$ cat src/pkg/ppod_map.svh
/*
 pad pull and open-drain configuration: register offsets, pull codes, reset values.
 assumes inclusion by bare name from the core.
*/
`ifndef PPOD_MAP_SVH
`define PPOD_MAP_SVH
`define PPOD_ADDR_ROW_HIGH_PULL 8'hae
`define PPOD_ADDR_COL_OD_EN 8'he0
`define PPOD_ADDR_COL_OD_SRC 8'he1
`define PPOD_ADDR_ROW_LOW_OD_EN 8'he2
`define PPOD_ADDR_ROW_LOW_OD_SRC 8'he3
`define PPOD_ADDR_ROW_HIGH_OD_EN 8'he4
`define PPOD_ADDR_ROW_HIGH_OD_SRC 8'he5
`define PPOD_PULL_RESV_VALUE 8'h5a
`define PPOD_PULL_RESET 8'h15
`define PPOD_ROW_HIGH_OD_EN_RESET 4'h8
`define PPOD_ROW_HIGH_OD_SRC_RESET 4'h0
`define PPOD_BYTE_RESET 8'h00
`define PPOD_PULL_NONE 2'h0
`define PPOD_PULL_DOWN 2'h1
`define PPOD_PULL_UP_READ 2'h3
`endif

$ cat src/pkg/ppod_pkg.sv
/*
 types for the pad configuration block.
 assumes ppod_map.svh is on the include path.
*/
package ppod_pkg;
   // register write strobe with address and 16-bit data
   typedef struct packed {
      logic wr;
      logic [7:0] addr;
      logic [15:0] data;
   } ppod_wr_s;
   // resolved pad pull controls for one pin group
   typedef struct packed {
      logic [11:0] pull_up;
      logic [11:0] pull_down;
   } ppod_pull_s;
   // pull resistor choice for one pin
   typedef enum logic [1:0] {
      PPOD_NO_PULL,
      PPOD_PULLDOWN,
      PPOD_PULLUP
   } ppod_pull_e;
endpackage : ppod_pkg

$ cat src/core/ppod_cfg.sv
/*
 pad pull and output-driver style configuration registers with resolved pad controls.
 assumes a serial slave front end delivers decoded one-cycle register writes and reads.
*/
// Behaviour
// RULE1: pull code 00 none, 01 pulldown, upper bit set pullup.
// RULE2: writing 2 or 3 into a pull field reads back as 3.
// RULE3: high-row pull register: row11 bits 7:6, 10 5:4, 9 3:2, 8 1:0.
// RULE4: pull reset: row11 none, rows 10..8 pulldown; bits 15:8 read 0x5A.
// RULE5: column open-drain enable bit 0 full buffer, 1 open drain.
// RULE6: in open drain, source 0 n-channel only, 1 p-channel only.
// RULE7: source select matters only when open-drain enable set.
// RULE8: rows 7..0 have own enable and source registers, bit n pin n.
// RULE9: row 11..8 enable in bits 3:0; bits 7:4 read zero.
// RULE10: row 11..8 enable resets to 0x8, interrupt pad open drain.
// RULE11: column and row 7..0 enable and source registers reset to zero.
// RULE12: row 11..8 source select in bits 3:0 of separate register.
// RULE13: reserved writes ignored; outputs change the cycle after a write. Here pad and pull outputs change two cycles after the write.
`timescale 1ns/10ps
`include "ppod_map.svh"
module ppod_cfg
   import ppod_pkg::*;
(
   // clock and reset
   input wire logic clk,
   input wire logic srst,
   // register access
   input wire ppod_wr_s reg_wr,
   input wire logic [7:0] rd_addr,
   output logic [15:0] rd_data,
   // pull controls for row pins 11..8
   output logic [3:0] row_high_pull_up,
   output logic [3:0] row_high_pull_down,
   // driver stage enables, column pins 7..0 then row pins 11..0
   output logic [19:0] pad_nmos_en,
   output logic [19:0] pad_pmos_en
);
   logic [7:0] row_high_pull_config;
   logic [7:0] column_od_enable;
   logic [7:0] column_od_source;
   logic [7:0] row_low_od_enable;
   logic [7:0] row_low_od_source;
   logic [3:0] row_high_od_enable;
   logic [3:0] row_high_od_source;
   logic [19:0] next_nmos;
   logic [19:0] next_pmos;
   logic [19:0] od_en_all;
   logic [19:0] od_src_all;
   logic [15:0] next_rd;

   // fold a written pull byte: upper bit set stores 3
   function automatic logic [7:0] fold_pull(input logic [7:0] v);
      logic [7:0] r;
      r = v;
      for (int i = 0; i < 4; i++) begin
         if (v[2*i+1]) begin
            r[2*i +: 2] = `PPOD_PULL_UP_READ; // see RULE2
         end
      end
      return r;
   endfunction : fold_pull

   // decode one pull field into its enum
   function automatic ppod_pull_e pull_kind(input logic [1:0] f);
      if (f[1]) begin
         return PPOD_PULLUP; // see RULE1
      end else if (f == `PPOD_PULL_DOWN) begin
         return PPOD_PULLDOWN;
      end else begin
         return PPOD_NO_PULL;
      end
   endfunction : pull_kind

   // pull register, reserved upper byte is fixed and not stored
   always_ff @(posedge clk) begin
      if (srst) begin
         row_high_pull_config <= `PPOD_PULL_RESET; // see RULE4
      end else if (reg_wr.wr && reg_wr.addr == `PPOD_ADDR_ROW_HIGH_PULL) begin
         row_high_pull_config <= fold_pull(reg_wr.data[7:0]); // see RULE3 see RULE13
      end
   end

   // column open-drain registers
   always_ff @(posedge clk) begin
      if (srst) begin
         column_od_enable <= `PPOD_BYTE_RESET; // see RULE11
         column_od_source <= `PPOD_BYTE_RESET;
      end else if (reg_wr.wr) begin
         if (reg_wr.addr == `PPOD_ADDR_COL_OD_EN) begin
            column_od_enable <= reg_wr.data[7:0]; // see RULE5
         end else if (reg_wr.addr == `PPOD_ADDR_COL_OD_SRC) begin
            column_od_source <= reg_wr.data[7:0];
         end
      end
   end

   // row 7..0 open-drain registers
   always_ff @(posedge clk) begin
      if (srst) begin
         row_low_od_enable <= `PPOD_BYTE_RESET; // see RULE11
         row_low_od_source <= `PPOD_BYTE_RESET;
      end else if (reg_wr.wr) begin
         if (reg_wr.addr == `PPOD_ADDR_ROW_LOW_OD_EN) begin
            row_low_od_enable <= reg_wr.data[7:0]; // see RULE8
         end else if (reg_wr.addr == `PPOD_ADDR_ROW_LOW_OD_SRC) begin
            row_low_od_source <= reg_wr.data[7:0];
         end
      end
   end

   // row 11..8 open-drain registers, upper nibble discarded
   always_ff @(posedge clk) begin
      if (srst) begin
         row_high_od_enable <= `PPOD_ROW_HIGH_OD_EN_RESET; // see RULE10
         row_high_od_source <= `PPOD_ROW_HIGH_OD_SRC_RESET; // see RULE12
      end else if (reg_wr.wr) begin
         if (reg_wr.addr == `PPOD_ADDR_ROW_HIGH_OD_EN) begin
            row_high_od_enable <= reg_wr.data[3:0]; // see RULE9 see RULE13
         end else if (reg_wr.addr == `PPOD_ADDR_ROW_HIGH_OD_SRC) begin
            row_high_od_source <= reg_wr.data[3:0]; // see RULE12
         end
      end
   end

   // gather per-pin controls, columns low then rows
   assign od_en_all = {row_high_od_enable, row_low_od_enable, column_od_enable};
   assign od_src_all = {row_high_od_source, row_low_od_source, column_od_source};

   // resolve driver transistors per pin
   always_comb begin
      for (int i = 0; i < 20; i++) begin
         if (od_en_all[i]) begin
            next_nmos[i] = ~od_src_all[i]; // see RULE6 see RULE7
            next_pmos[i] = od_src_all[i];
         end else begin
            next_nmos[i] = 1'b1; // see RULE5
            next_pmos[i] = 1'b1;
         end
      end
   end

   // registered pad controls
   always_ff @(posedge clk) begin
      if (srst) begin
         pad_nmos_en <= 20'hfffff;
         pad_pmos_en <= 20'hfffff;
         row_high_pull_up <= 4'h0;
         row_high_pull_down <= 4'h0;
      end else begin
         pad_nmos_en <= next_nmos;
         pad_pmos_en <= next_pmos;
         for (int i = 0; i < 4; i++) begin
            row_high_pull_up[i] <= pull_kind(row_high_pull_config[2*i +: 2]) == PPOD_PULLUP; // see RULE1
            row_high_pull_down[i] <= pull_kind(row_high_pull_config[2*i +: 2]) == PPOD_PULLDOWN;
         end
      end
   end

   // read decode, unmapped addresses read zero
   always_comb begin
      if (rd_addr == `PPOD_ADDR_ROW_HIGH_PULL) begin
         next_rd = {`PPOD_PULL_RESV_VALUE, row_high_pull_config}; // see RULE4
      end else if (rd_addr == `PPOD_ADDR_COL_OD_EN) begin
         next_rd = {8'h00, column_od_enable};
      end else if (rd_addr == `PPOD_ADDR_COL_OD_SRC) begin
         next_rd = {8'h00, column_od_source};
      end else if (rd_addr == `PPOD_ADDR_ROW_LOW_OD_EN) begin
         next_rd = {8'h00, row_low_od_enable};
      end else if (rd_addr == `PPOD_ADDR_ROW_LOW_OD_SRC) begin
         next_rd = {8'h00, row_low_od_source};
      end else if (rd_addr == `PPOD_ADDR_ROW_HIGH_OD_EN) begin
         next_rd = {12'h000, row_high_od_enable}; // see RULE9
      end else if (rd_addr == `PPOD_ADDR_ROW_HIGH_OD_SRC) begin
         next_rd = {12'h000, row_high_od_source};
      end else begin
         next_rd = 16'h0000;
      end
   end

   // registered read data
   always_ff @(posedge clk) begin
      if (srst) begin
         rd_data <= 16'h0000;
      end else begin
         rd_data <= next_rd;
      end
   end
endmodule : ppod_cfg

$ cat config.mk
export PLATFORM = sky130hd
export DESIGN_NAME = ppod_cfg
export DESIGN_NICKNAME = d
export VERILOG_FILES = /design/src/pkg/ppod_pkg.sv /design/src/core/ppod_cfg.sv
export VERILOG_INCLUDE_DIRS = /design/src /design/src/pkg
export SDC_FILE = /design/constraint.sdc
export NUM_CORES = 1
export LEC_CHECK = 0
export BUFFER_PORTS_ARGS = -buffer_cell sky130_fd_sc_hd__buf_4
export CAP_MARGIN = 40
export CELL_PAD_IN_SITES_DETAIL_PLACEMENT = 1
export CELL_PAD_IN_SITES_GLOBAL_PLACEMENT = 2
export CORE_UTILIZATION = 29
export CTS_BUF_LIST = sky130_fd_sc_hd__clkbuf_4 sky130_fd_sc_hd__clkbuf_8 sky130_fd_sc_hd__clkbuf_16
export DETAILED_ROUTE_END_ITERATION = 8
export GPL_TIMING_DRIVEN = 0
export PLACE_DENSITY = 0.72
export SYNTH_ARGS = -nofsm -noshare
export SYNTH_HDL_FRONTEND = slang
export SYNTH_SLANG_ARGS = --single-unit
$ cat constraint.sdc
create_clock -name clk -period 1.4 [get_ports clk]
set_input_delay 0.21 -clock clk [delete_from_list [all_inputs] [get_ports clk]]
set_output_delay 0.21 -clock clk [all_outputs]
set_load 0.02 [all_outputs]
==> results of run 1 <==
==> flip-flops by register name (all words and copies together) (netlist names) <==
name                  flops
column_od_enable          8
row_high_od_enable        4
row_low_od_source         8
row_low_od_enable         8
row_high_pull_config      8
pad_nmos_en              20
row_high_od_source        4
row_high_pull_up          4
column_od_source          8
rd_data                   9
pad_pmos_en              20
row_high_pull_down        4
==> through the flow <==
step | cell area (sq um) | std cells | setup TNS, ns
2_1_floorplan | 3897 | 372 | -0.08161
3_3_place_gp | 4728 | 626 | -22.58
3_5_place_dp | 4728 | 626 | -23.72
4_1_cts | 5081 | 646 | 0
5_1_grt | 5101 | 646 | 0
6_report | 5101 | 646 | 0
==> power by group <==
part           internal, mW  switching, mW
Combinational         0.111          0.203
Sequential             2.99        0.00381
Clock                  1.32           1.08
Total                  4.43           1.29
==> final timing paths <==
kind | cells past startpoint | to | slack (ns) | from
min reg2reg | 1 | pad_nmos_en[14]$_SDFF_PP1_ | 0.42 | row_low_od_source[6]$_SDFFE_PP0P_
max reg2reg | 4 | rd_data[1]$_SDFF_PP0_ | 0.12 | row_low_od_enable[1]$_SDFFE_PP0P_
min | 3 | column_od_source[6]$_SDFFE_PP0P_ | 0.17 | reg_wr[6]
max | 7 | rd_data[2]$_SDFF_PP0_ | 0.10 | rd_addr[0]
==> layout by cell type, fill, tap and decap left out, types with 5 or more instances in the layout <==
cell type / n
sky130_fd_sc_hd__dfxtp_1: 105
sky130_fd_sc_hd__buf_4: 91
sky130_fd_sc_hd__nor2_1: 56
sky130_fd_sc_hd__mux2i_1: 50
sky130_fd_sc_hd__nand3_1: 25
sky130_fd_sc_hd__nand3b_1: 20
sky130_fd_sc_hd__clkbuf_1: 13
sky130_fd_sc_hd__clkbuf_16: 9
sky130_fd_sc_hd__nor3b_1: 7
sky130_fd_sc_hd__mux2_2: 7
sky130_fd_sc_hd__a22oi_1: 7
sky130_fd_sc_hd__nor2b_1: 6
sky130_fd_sc_hd__nand2b_1: 6
sky130_fd_sc_hd__o21ai_0: 6
sky130_fd_sc_hd__a211oi_1: 6
sky130_fd_sc_hd__nand2_1: 5
==> cell families (layout without fill, tap and decap cells) <==
| family | Yosys count | count (layout) | share of synthesized area [%] |
|---|---|---|---|
| other cells | 1 | 4 | 0.09674 |
| mux | 57 | 57 | 14.95 |
| buf+inv | 28 | 130 | 3.680 |
| compound gates | 30 | 30 | 5.261 |
| simple gates | 148 | 148 | 21.79 |
| flops | 105 | 105 | 54.23 |
==> per-layer routing <==
| layer | vias up | global-route usage, % | part of all wire (%) |
|---|---|---|---|
| li1 | 1485 | - | - |
| met1 | 1434 | 21.01 | 47 |
| met2 | 73 | 27.28 | 48 |
| met3 | 16 | 2.859 | 3.4 |
| met4 | 0 | 6.250 | 1.8 |
| met5 | - | 0 | 0 |
==> cell type report <==
cell class / instances / share of cell area [%]
Timing Repair Buffer: 86 / 13.15
Sequential cell: 105 / 41.21
Clock inverter: 4 / 0.5396
Clock buffer: 12 / 5.102
Multi-Input combinational cell: 239 / 32.77
Buffer: 25 / 2.796
Tap cell: 172 / 4.219
Inverter: 3 / 0.2208
==> worst max-delay path: stages <==
cell and delay, ns:
sky130_fd_sc_hd__buf_4 0.09, sky130_fd_sc_hd__buf_2 0.28, sky130_fd_sc_hd__buf_6 0.23, sky130_fd_sc_hd__mux2i_1 0.25, sky130_fd_sc_hd__o22ai_1 0.13, sky130_fd_sc_hd__a22oi_1 0.23
sky130_fd_sc_hd__nand2_1 0.09
==> timing repair <==
action                                 4_1_cts  5_1_grt
endpoints found under the hold margin        0        0
resized for setup                            3        5
cloned                                       0        0
buffers inserted                             4        0
pin swaps                                    3        1
setup endpoints to repair                   37       18
==> impl_metrics.prom, run 1 <==
# TYPE chip_impl_metric gauge
chip_impl_metric{name="routed_wirelength",unit="mm"} 11.14
chip_impl_metric{name="rows",unit=""} 41
chip_impl_metric{name="remaining_number_of_nets_flagged_by_the_antenna_check_after_routing",unit=""} 0
chip_impl_metric{name="postSynthAreaPerCell",unit="sq um"} 10.50
chip_impl_metric{name="ys_seq_elements",unit=""} 105
chip_impl_metric{name="firstDrtPassIters",unit=""} 4
chip_impl_metric{name="core-area",unit="sq um"} 12820
chip_impl_metric{name="synthesis.area",unit="sq um"} 3876
chip_impl_info{name="synth_top_flop_cell",value="sky130_fd_sc_hd__dfxtp_1"} 1
chip_impl_metric{name="start_util",unit="%"} 30.22
chip_impl_metric{name="area_used_by_multi_input_combinational_logic",unit="sq um"} 1672
chip_impl_metric{name="grt_antenna_before_repair",unit=""} 0
chip_impl_metric{name="dp_slack",unit="ns"} -0.5916
chip_impl_metric{name="clock_sink_count",unit=""} 105
chip_impl_metric{name="slew_viol_final",unit=""} 0
chip_impl_metric{name="post-synth-top-area-fraction",unit="%"} 54.23
chip_impl_metric{name="synth-edff-count",unit=""} 0
chip_impl_metric{name="design_power_total",unit="mW"} 5.715
chip_impl_metric{name="layout_cells_sized_above_1",unit="%"} 27.85
chip_impl_metric{name="final_setup_violation_count",unit=""} 0
chip_impl_metric{name="regArea",unit="sq um"} 2102
chip_impl_info{name="crit_path_end_kind",value="flip-flop"} 1
chip_impl_metric{name="postLayoutSetupSlackWorst",unit="ns"} 0.1044
chip_impl_metric{name="max_cap_viol_count",unit=""} 0
chip_impl_metric{name="via_per_inst",unit=""} 4.656
chip_impl_metric{name="clock-skew-final",unit="ns"} 0.007593
chip_impl_info{name="run_status",value="completed"} 1
chip_impl_metric{name="die_width",unit="um"} 117.6
chip_impl_metric{name="fin_crit",unit="ns"} 1.296
chip_impl_metric{name="cts_htree_levels",unit=""} 3
chip_impl_metric{name="cp.required",unit="ns"} 1.63
chip_impl_metric{name="worst_max_slew_margin_expressed_relative_to_the_limit",unit="%"} 52.16
chip_impl_metric{name="drt-wirelength-per-cell",unit="um"} 17.24
chip_impl_info{name="crit_path_start_kind",value="input port"} 1
chip_impl_metric{name="p_per_area",unit="nW/um^2"} 1120
chip_impl_metric{name="max_freq",unit="MHz"} 771.8
chip_impl_metric{name="antenna-diode-count",unit=""} 0
chip_impl_metric{name="crit_path_max_fanout",unit=""} 10
chip_impl_metric{name="fill_count",unit=""} 1441
chip_impl_metric{name="max_slew.worst_pin.slew",unit="ns"} 0.7176
chip_impl_info{name="yosys-top-cells-count",value="sky130_fd_sc_hd__dfxtp_1, sky130_fd_sc_hd__nor2_1, sky130_fd_sc_hd__mux2i_1"} 1
chip_impl_info{name="clk_root_buffer_cell",value="sky130_fd_sc_hd__clkbuf_16"} 1
chip_impl_metric{name="worst_setup_hold_path_clk_slew",unit="ns"} 0.07
chip_impl_metric{name="hold_viol",unit=""} 0
chip_impl_metric{name="cp.arrival",unit="ns"} 1.52
chip_impl_info{name="cts_tree",value="yes"} 1
chip_impl_metric{name="ioPinCount",unit=""} 99
chip_impl_metric{name="postCtsHoldBufs",unit=""} 0
chip_impl_metric{name="max-clock-path-buffers",unit=""} 2
chip_impl_metric{name="synth_cell_types",unit=""} 37
chip_impl_metric{name="hold_slack",unit="ns"} 0.1656
chip_impl_metric{name="asyncSetResetFlopFracSynth",unit="%"} 0
chip_impl_metric{name="tritoncts.num_buffers",unit=""} 9
chip_impl_metric{name="place.gp.congestion",unit=""} 0.8007
chip_impl_metric{name="detail_route.drc_violations",unit=""} 0
chip_impl_metric{name="power_leakage",unit="nW"} 2.109
chip_impl_metric{name="postLayoutCoreUtil",unit="%"} 39.78
chip_impl_metric{name="first_global_vias",unit=""} 3009
chip_impl_info{name="timing_worst_setup_path_type",value="input port to flip-flop"} 1
chip_impl_info{name="unrepaired_setup_endpoints_after_global_routing",value="no"} 1
chip_impl_metric{name="floorplan.die_area",unit="sq um"} 13830
chip_impl_metric{name="min_period_over_period",unit="%"} 92.54
chip_impl_metric{name="synthToLayoutAreaGrowth",unit="%"} 31.60
chip_impl_metric{name="clkLatencyLatePin",unit="ns"} 0.34
chip_impl_metric{name="grt_use_total",unit="%"} 16.38
chip_impl_metric{name="syn-instance-count",unit=""} 369
chip_impl_metric{name="placement.io_buffers",unit=""} 82
chip_impl_metric{name="detailed_place_hpwl",unit="mm"} 8.031
chip_impl_metric{name="num-nets-final",unit=""} 504
chip_impl_metric{name="grt_pass1_wl",unit="mm"} 17.07
chip_impl_metric{name="grt.overflow.total",unit=""} 0
chip_impl_metric{name="synth.yosys.warnings",unit=""} 0
chip_impl_info{name="synthTopCellsByArea",value="sky130_fd_sc_hd__dfxtp_1, sky130_fd_sc_hd__mux2i_1, sky130_fd_sc_hd__nor2_1"} 1
chip_impl_metric{name="die_height",unit="um"} 117.6
chip_impl_info{name="synthMostInstantiatedCell",value="sky130_fd_sc_hd__dfxtp_1"} 1
chip_impl_metric{name="drt_iter0_drc",unit=""} 117
chip_impl_metric{name="ys_seq_area_share",unit="%"} 54.23
chip_impl_metric{name="via_count",unit=""} 3008
chip_impl_metric{name="grt_start_max_net_pins",unit=""} 17
chip_impl_metric{name="power.ir.vdd_worst",unit="mV"} 0.4920
chip_impl_info{name="timing.hold.worst.class",value="input port to flip-flop"} 1
chip_impl_info{name="synth_area_leader_cell",value="sky130_fd_sc_hd__dfxtp_1"} 1
Note: power is estimated with default switching activity, not from simulation.
==> inputs of run 2 (changes only) <==
- CORE_UTILIZATION: 29 -> 32
- PLACE_DENSITY: 0.72 -> 0.76
- RECOVER_POWER: unset -> 50
- clock period: 1.4 -> 1.3 ns (I/O delays scaled with it)
==> impl_metrics.prom, run 2 (synthesis gave the netlist of run 1 again) <==
# TYPE chip_impl_metric gauge
chip_impl_metric{name="die_height",unit="um"} 112.1
chip_impl_metric{name="max_slew.worst_pin.slew",unit="ns"} 0.6905
chip_impl_metric{name="max_cap_viol_count",unit=""} 0
chip_impl_info{name="crit_path_end_kind",value="flip-flop"} 1
chip_impl_info{name="clk_root_buffer_cell",value="sky130_fd_sc_hd__clkbuf_16"} 1
chip_impl_metric{name="power_leakage",unit="nW"} 1.950
chip_impl_metric{name="floorplan.die_area",unit="sq um"} 12560
chip_impl_metric{name="grt_use_total",unit="%"} 18.18
chip_impl_metric{name="worst_max_slew_margin_expressed_relative_to_the_limit",unit="%"} 53.96
chip_impl_metric{name="clock-skew-final",unit="ns"} 0.008753
chip_impl_metric{name="p_int",unit="mW"} 4.808
chip_impl_metric{name="grt_start_max_net_pins",unit=""} 16
chip_impl_metric{name="die_width",unit="um"} 112.1
chip_impl_info{name="violations",value="design-rule violations"} 1
chip_impl_metric{name="setup_total_negative_slack",unit="ns"} 0
chip_impl_metric{name="final_setup_violation_count",unit=""} 0
chip_impl_info{name="largest_registers_in_the_final_layout",value="pad_nmos_en: 20 flops, pad_pmos_en: 20 flops, rd_data: 9 flops"} 1
chip_impl_metric{name="start_util",unit="%"} 33.38
chip_impl_metric{name="antenna-diode-count",unit=""} 0
chip_impl_metric{name="detailed_place_hpwl",unit="mm"} 7.907
chip_impl_metric{name="cts_htree_levels",unit=""} 3
chip_impl_metric{name="power_switching",unit="mW"} 1.390
chip_impl_metric{name="grt_antenna_before_repair",unit=""} 0
chip_impl_metric{name="ioPinCount",unit=""} 99
chip_impl_metric{name="detail_route.drc_violations",unit=""} 10
chip_impl_metric{name="hold_viol",unit=""} 0
chip_impl_metric{name="num-nets-final",unit=""} 505
chip_impl_metric{name="p_seq_share",unit="%"} 52.1
chip_impl_metric{name="place.gp.congestion",unit=""} 0.7753
chip_impl_metric{name="postCtsHoldBufs",unit=""} 0
chip_impl_metric{name="power.switching_fraction",unit="%"} 22.42
chip_impl_metric{name="grt_pass1_wl",unit="mm"} 17.03
chip_impl_metric{name="drt-wirelength-per-cell",unit="um"} 17.63
chip_impl_metric{name="fin_crit",unit="ns"} 1.291
chip_impl_metric{name="comb_power_share",unit="%"} 5.4
chip_impl_metric{name="worst_setup_hold_path_clk_slew",unit="ns"} 0.07
chip_impl_metric{name="post-route-cell-area",unit="sq um"} 4897
chip_impl_metric{name="placement.io_buffers",unit=""} 82
chip_impl_metric{name="min_period_over_period",unit="%"} 99.33
chip_impl_metric{name="tritoncts.num_buffers",unit=""} 9
chip_impl_metric{name="synthToLayoutAreaGrowth",unit="%"} 26.34
chip_impl_metric{name="via_per_inst",unit=""} 4.942
chip_impl_metric{name="core-area",unit="sq um"} 11610
chip_impl_metric{name="r2r_cells",unit=""} 4
chip_impl_metric{name="fin_cells",unit=""} 618
chip_impl_metric{name="clock_sink_count",unit=""} 105
chip_impl_metric{name="max_freq",unit="MHz"} 774.4
chip_impl_metric{name="max-clock-path-buffers",unit=""} 2
chip_impl_metric{name="clkLatencyLatePin",unit="ns"} 0.35
chip_impl_info{name="run_status",value="finished with violations"} 1
chip_impl_metric{name="rows",unit=""} 39
chip_impl_metric{name="crit_path_max_fanout",unit=""} 4
chip_impl_info{name="cts_tree",value="yes"} 1
chip_impl_metric{name="grt.overflow.total",unit=""} 0
chip_impl_metric{name="design_power_total",unit="mW"} 6.198
chip_impl_metric{name="cp.arrival",unit="ns"} 1.50
chip_impl_metric{name="routed_wirelength",unit="mm"} 10.89
chip_impl_metric{name="postLayoutCoreUtil",unit="%"} 42.17
chip_impl_metric{name="firstDrtPassIters",unit=""} 6
chip_impl_metric{name="layout_cells_sized_above_1",unit="%"} 17.47
chip_impl_metric{name="via_count",unit=""} 3054
chip_impl_info{name="final_common_cell",value="sky130_fd_sc_hd__dfxtp_1"} 1
chip_impl_metric{name="power.ir.vdd_worst",unit="mV"} 0.5187
chip_impl_metric{name="p_per_area",unit="nW/um^2"} 1266
chip_impl_info{name="timing.hold.worst.class",value="input port to flip-flop"} 1
chip_impl_metric{name="clock_power_share",unit="%"} 42.5
chip_impl_info{name="crit_path_start_kind",value="flip-flop"} 1
chip_impl_metric{name="slew_viol_final",unit=""} 0
chip_impl_info{name="top_library_cells_by_usage_in_the_layout_fill_and_taps_aside",value="sky130_fd_sc_hd__dfxtp_1, sky130_fd_sc_hd__clkbuf_1, sky130_fd_sc_hd__nor2_1"} 1
chip_impl_metric{name="drt_iter0_drc",unit=""} 108
chip_impl_info{name="timing_worst_setup_path_type",value="flip-flop to flip-flop"} 1
chip_impl_metric{name="first_global_vias",unit=""} 3028
chip_impl_metric{name="worstHoldPathCells",unit=""} 3
chip_impl_metric{name="remaining_number_of_nets_flagged_by_the_antenna_check_after_routing",unit=""} 0
chip_impl_metric{name="dpl.cell_count",unit=""} 597
chip_impl_metric{name="placedInstanceArea",unit="sq um"} 4710
chip_impl_metric{name="cp.required",unit="ns"} 1.51
chip_impl_info{name="unrepaired_setup_endpoints_after_global_routing",value="yes"} 1
## run 2: cell types whose count changed in the layout (fill, tap and decap cells not counted), sizes merged
cell      change
clkbuf       +61
clkinvlp      -2
buf          -58
## run 2: power groups by stage
| stage | sequential (mW) | combinational (mW) | clock, mW |
|---|---|---|---|
| 2_1_floorplan | 3.31 | 0.158 | 0 |
| 3_3_place_gp | 3.30 | 0.331 | 0 |
| 3_5_place_dp | 3.30 | 0.337 | 0 |
| 4_1_cts | 3.23 | 0.343 | 2.67 |
| 5_1_grt | 3.23 | 0.365 | 2.81 |
| 6_report | 3.23 | 0.337 | 2.63 |
## run 2: worst max-delay path, stage by stage, from the launching register on
cell and delay, ns:
sky130_fd_sc_hd__dfxtp_1 0.34, sky130_fd_sc_hd__mux2_2 0.27, sky130_fd_sc_hd__a22o_1 0.20, sky130_fd_sc_hd__a22oi_1 0.22, sky130_fd_sc_hd__a211oi_2 0.12
## run 2: layout make-up
cell class | instances | area [sq um]
flip-flops and latches | 105 | 2102
clock inverters | 2 | 12.51
plain buffers | 25 | 146.4
fillers | 1351 | 6716
multi-input cells | 239 | 1708
repair buffers | 87 | 462.9
clock buffers | 14 | 275.3
well taps | 143 | 178.9
inverters | 3 | 11.26
## run 2: worst paths after layout
kind / start / to / slack (ns)
worst max-delay path: row_low_od_source[4]$_SDFFE_PP0P_ / rd_data[4]$_SDFF_PP0_ / 0.009
worst min-delay path: reg_wr[4] / column_od_enable[4]$_SDFFE_PP0P_ / 0.14
worst max register to register: row_low_od_source[4]$_SDFFE_PP0P_ / rd_data[4]$_SDFF_PP0_ / 0.009
worst min register to register: row_low_od_source[6]$_SDFFE_PP0P_ / pad_nmos_en[14]$_SDFF_PP1_ / 0.41
## run 2: per-stage QoR
step                      setup WS, ns  hold WS [ns]
after detailed placement       -0.5998        0.4039
after global routing          -0.05603        0.1520
final                         0.008659        0.1390
after floorplan                -0.1103        0.3389
after global placement         -0.5684        0.4043
after CTS                   0.00008304        0.1395
## run 2: layer usage
metal / vias to the layer above / GRT usage, % / routed length [um]
met1: 1494 / 24.85 / 5255
met4: 0 / 7.467 / 183
met3: 11 / 2.862 / 399
met5: - / 0 / 0
met2: 63 / 28.74 / 5055
li1: 1486 / - / -
## run 2: timing repair
item,4_1_cts,5_1_grt
buffers inserted,4,1
setup endpoints to repair,45,16
pin swaps,5,2
gates resized for setup,6,8
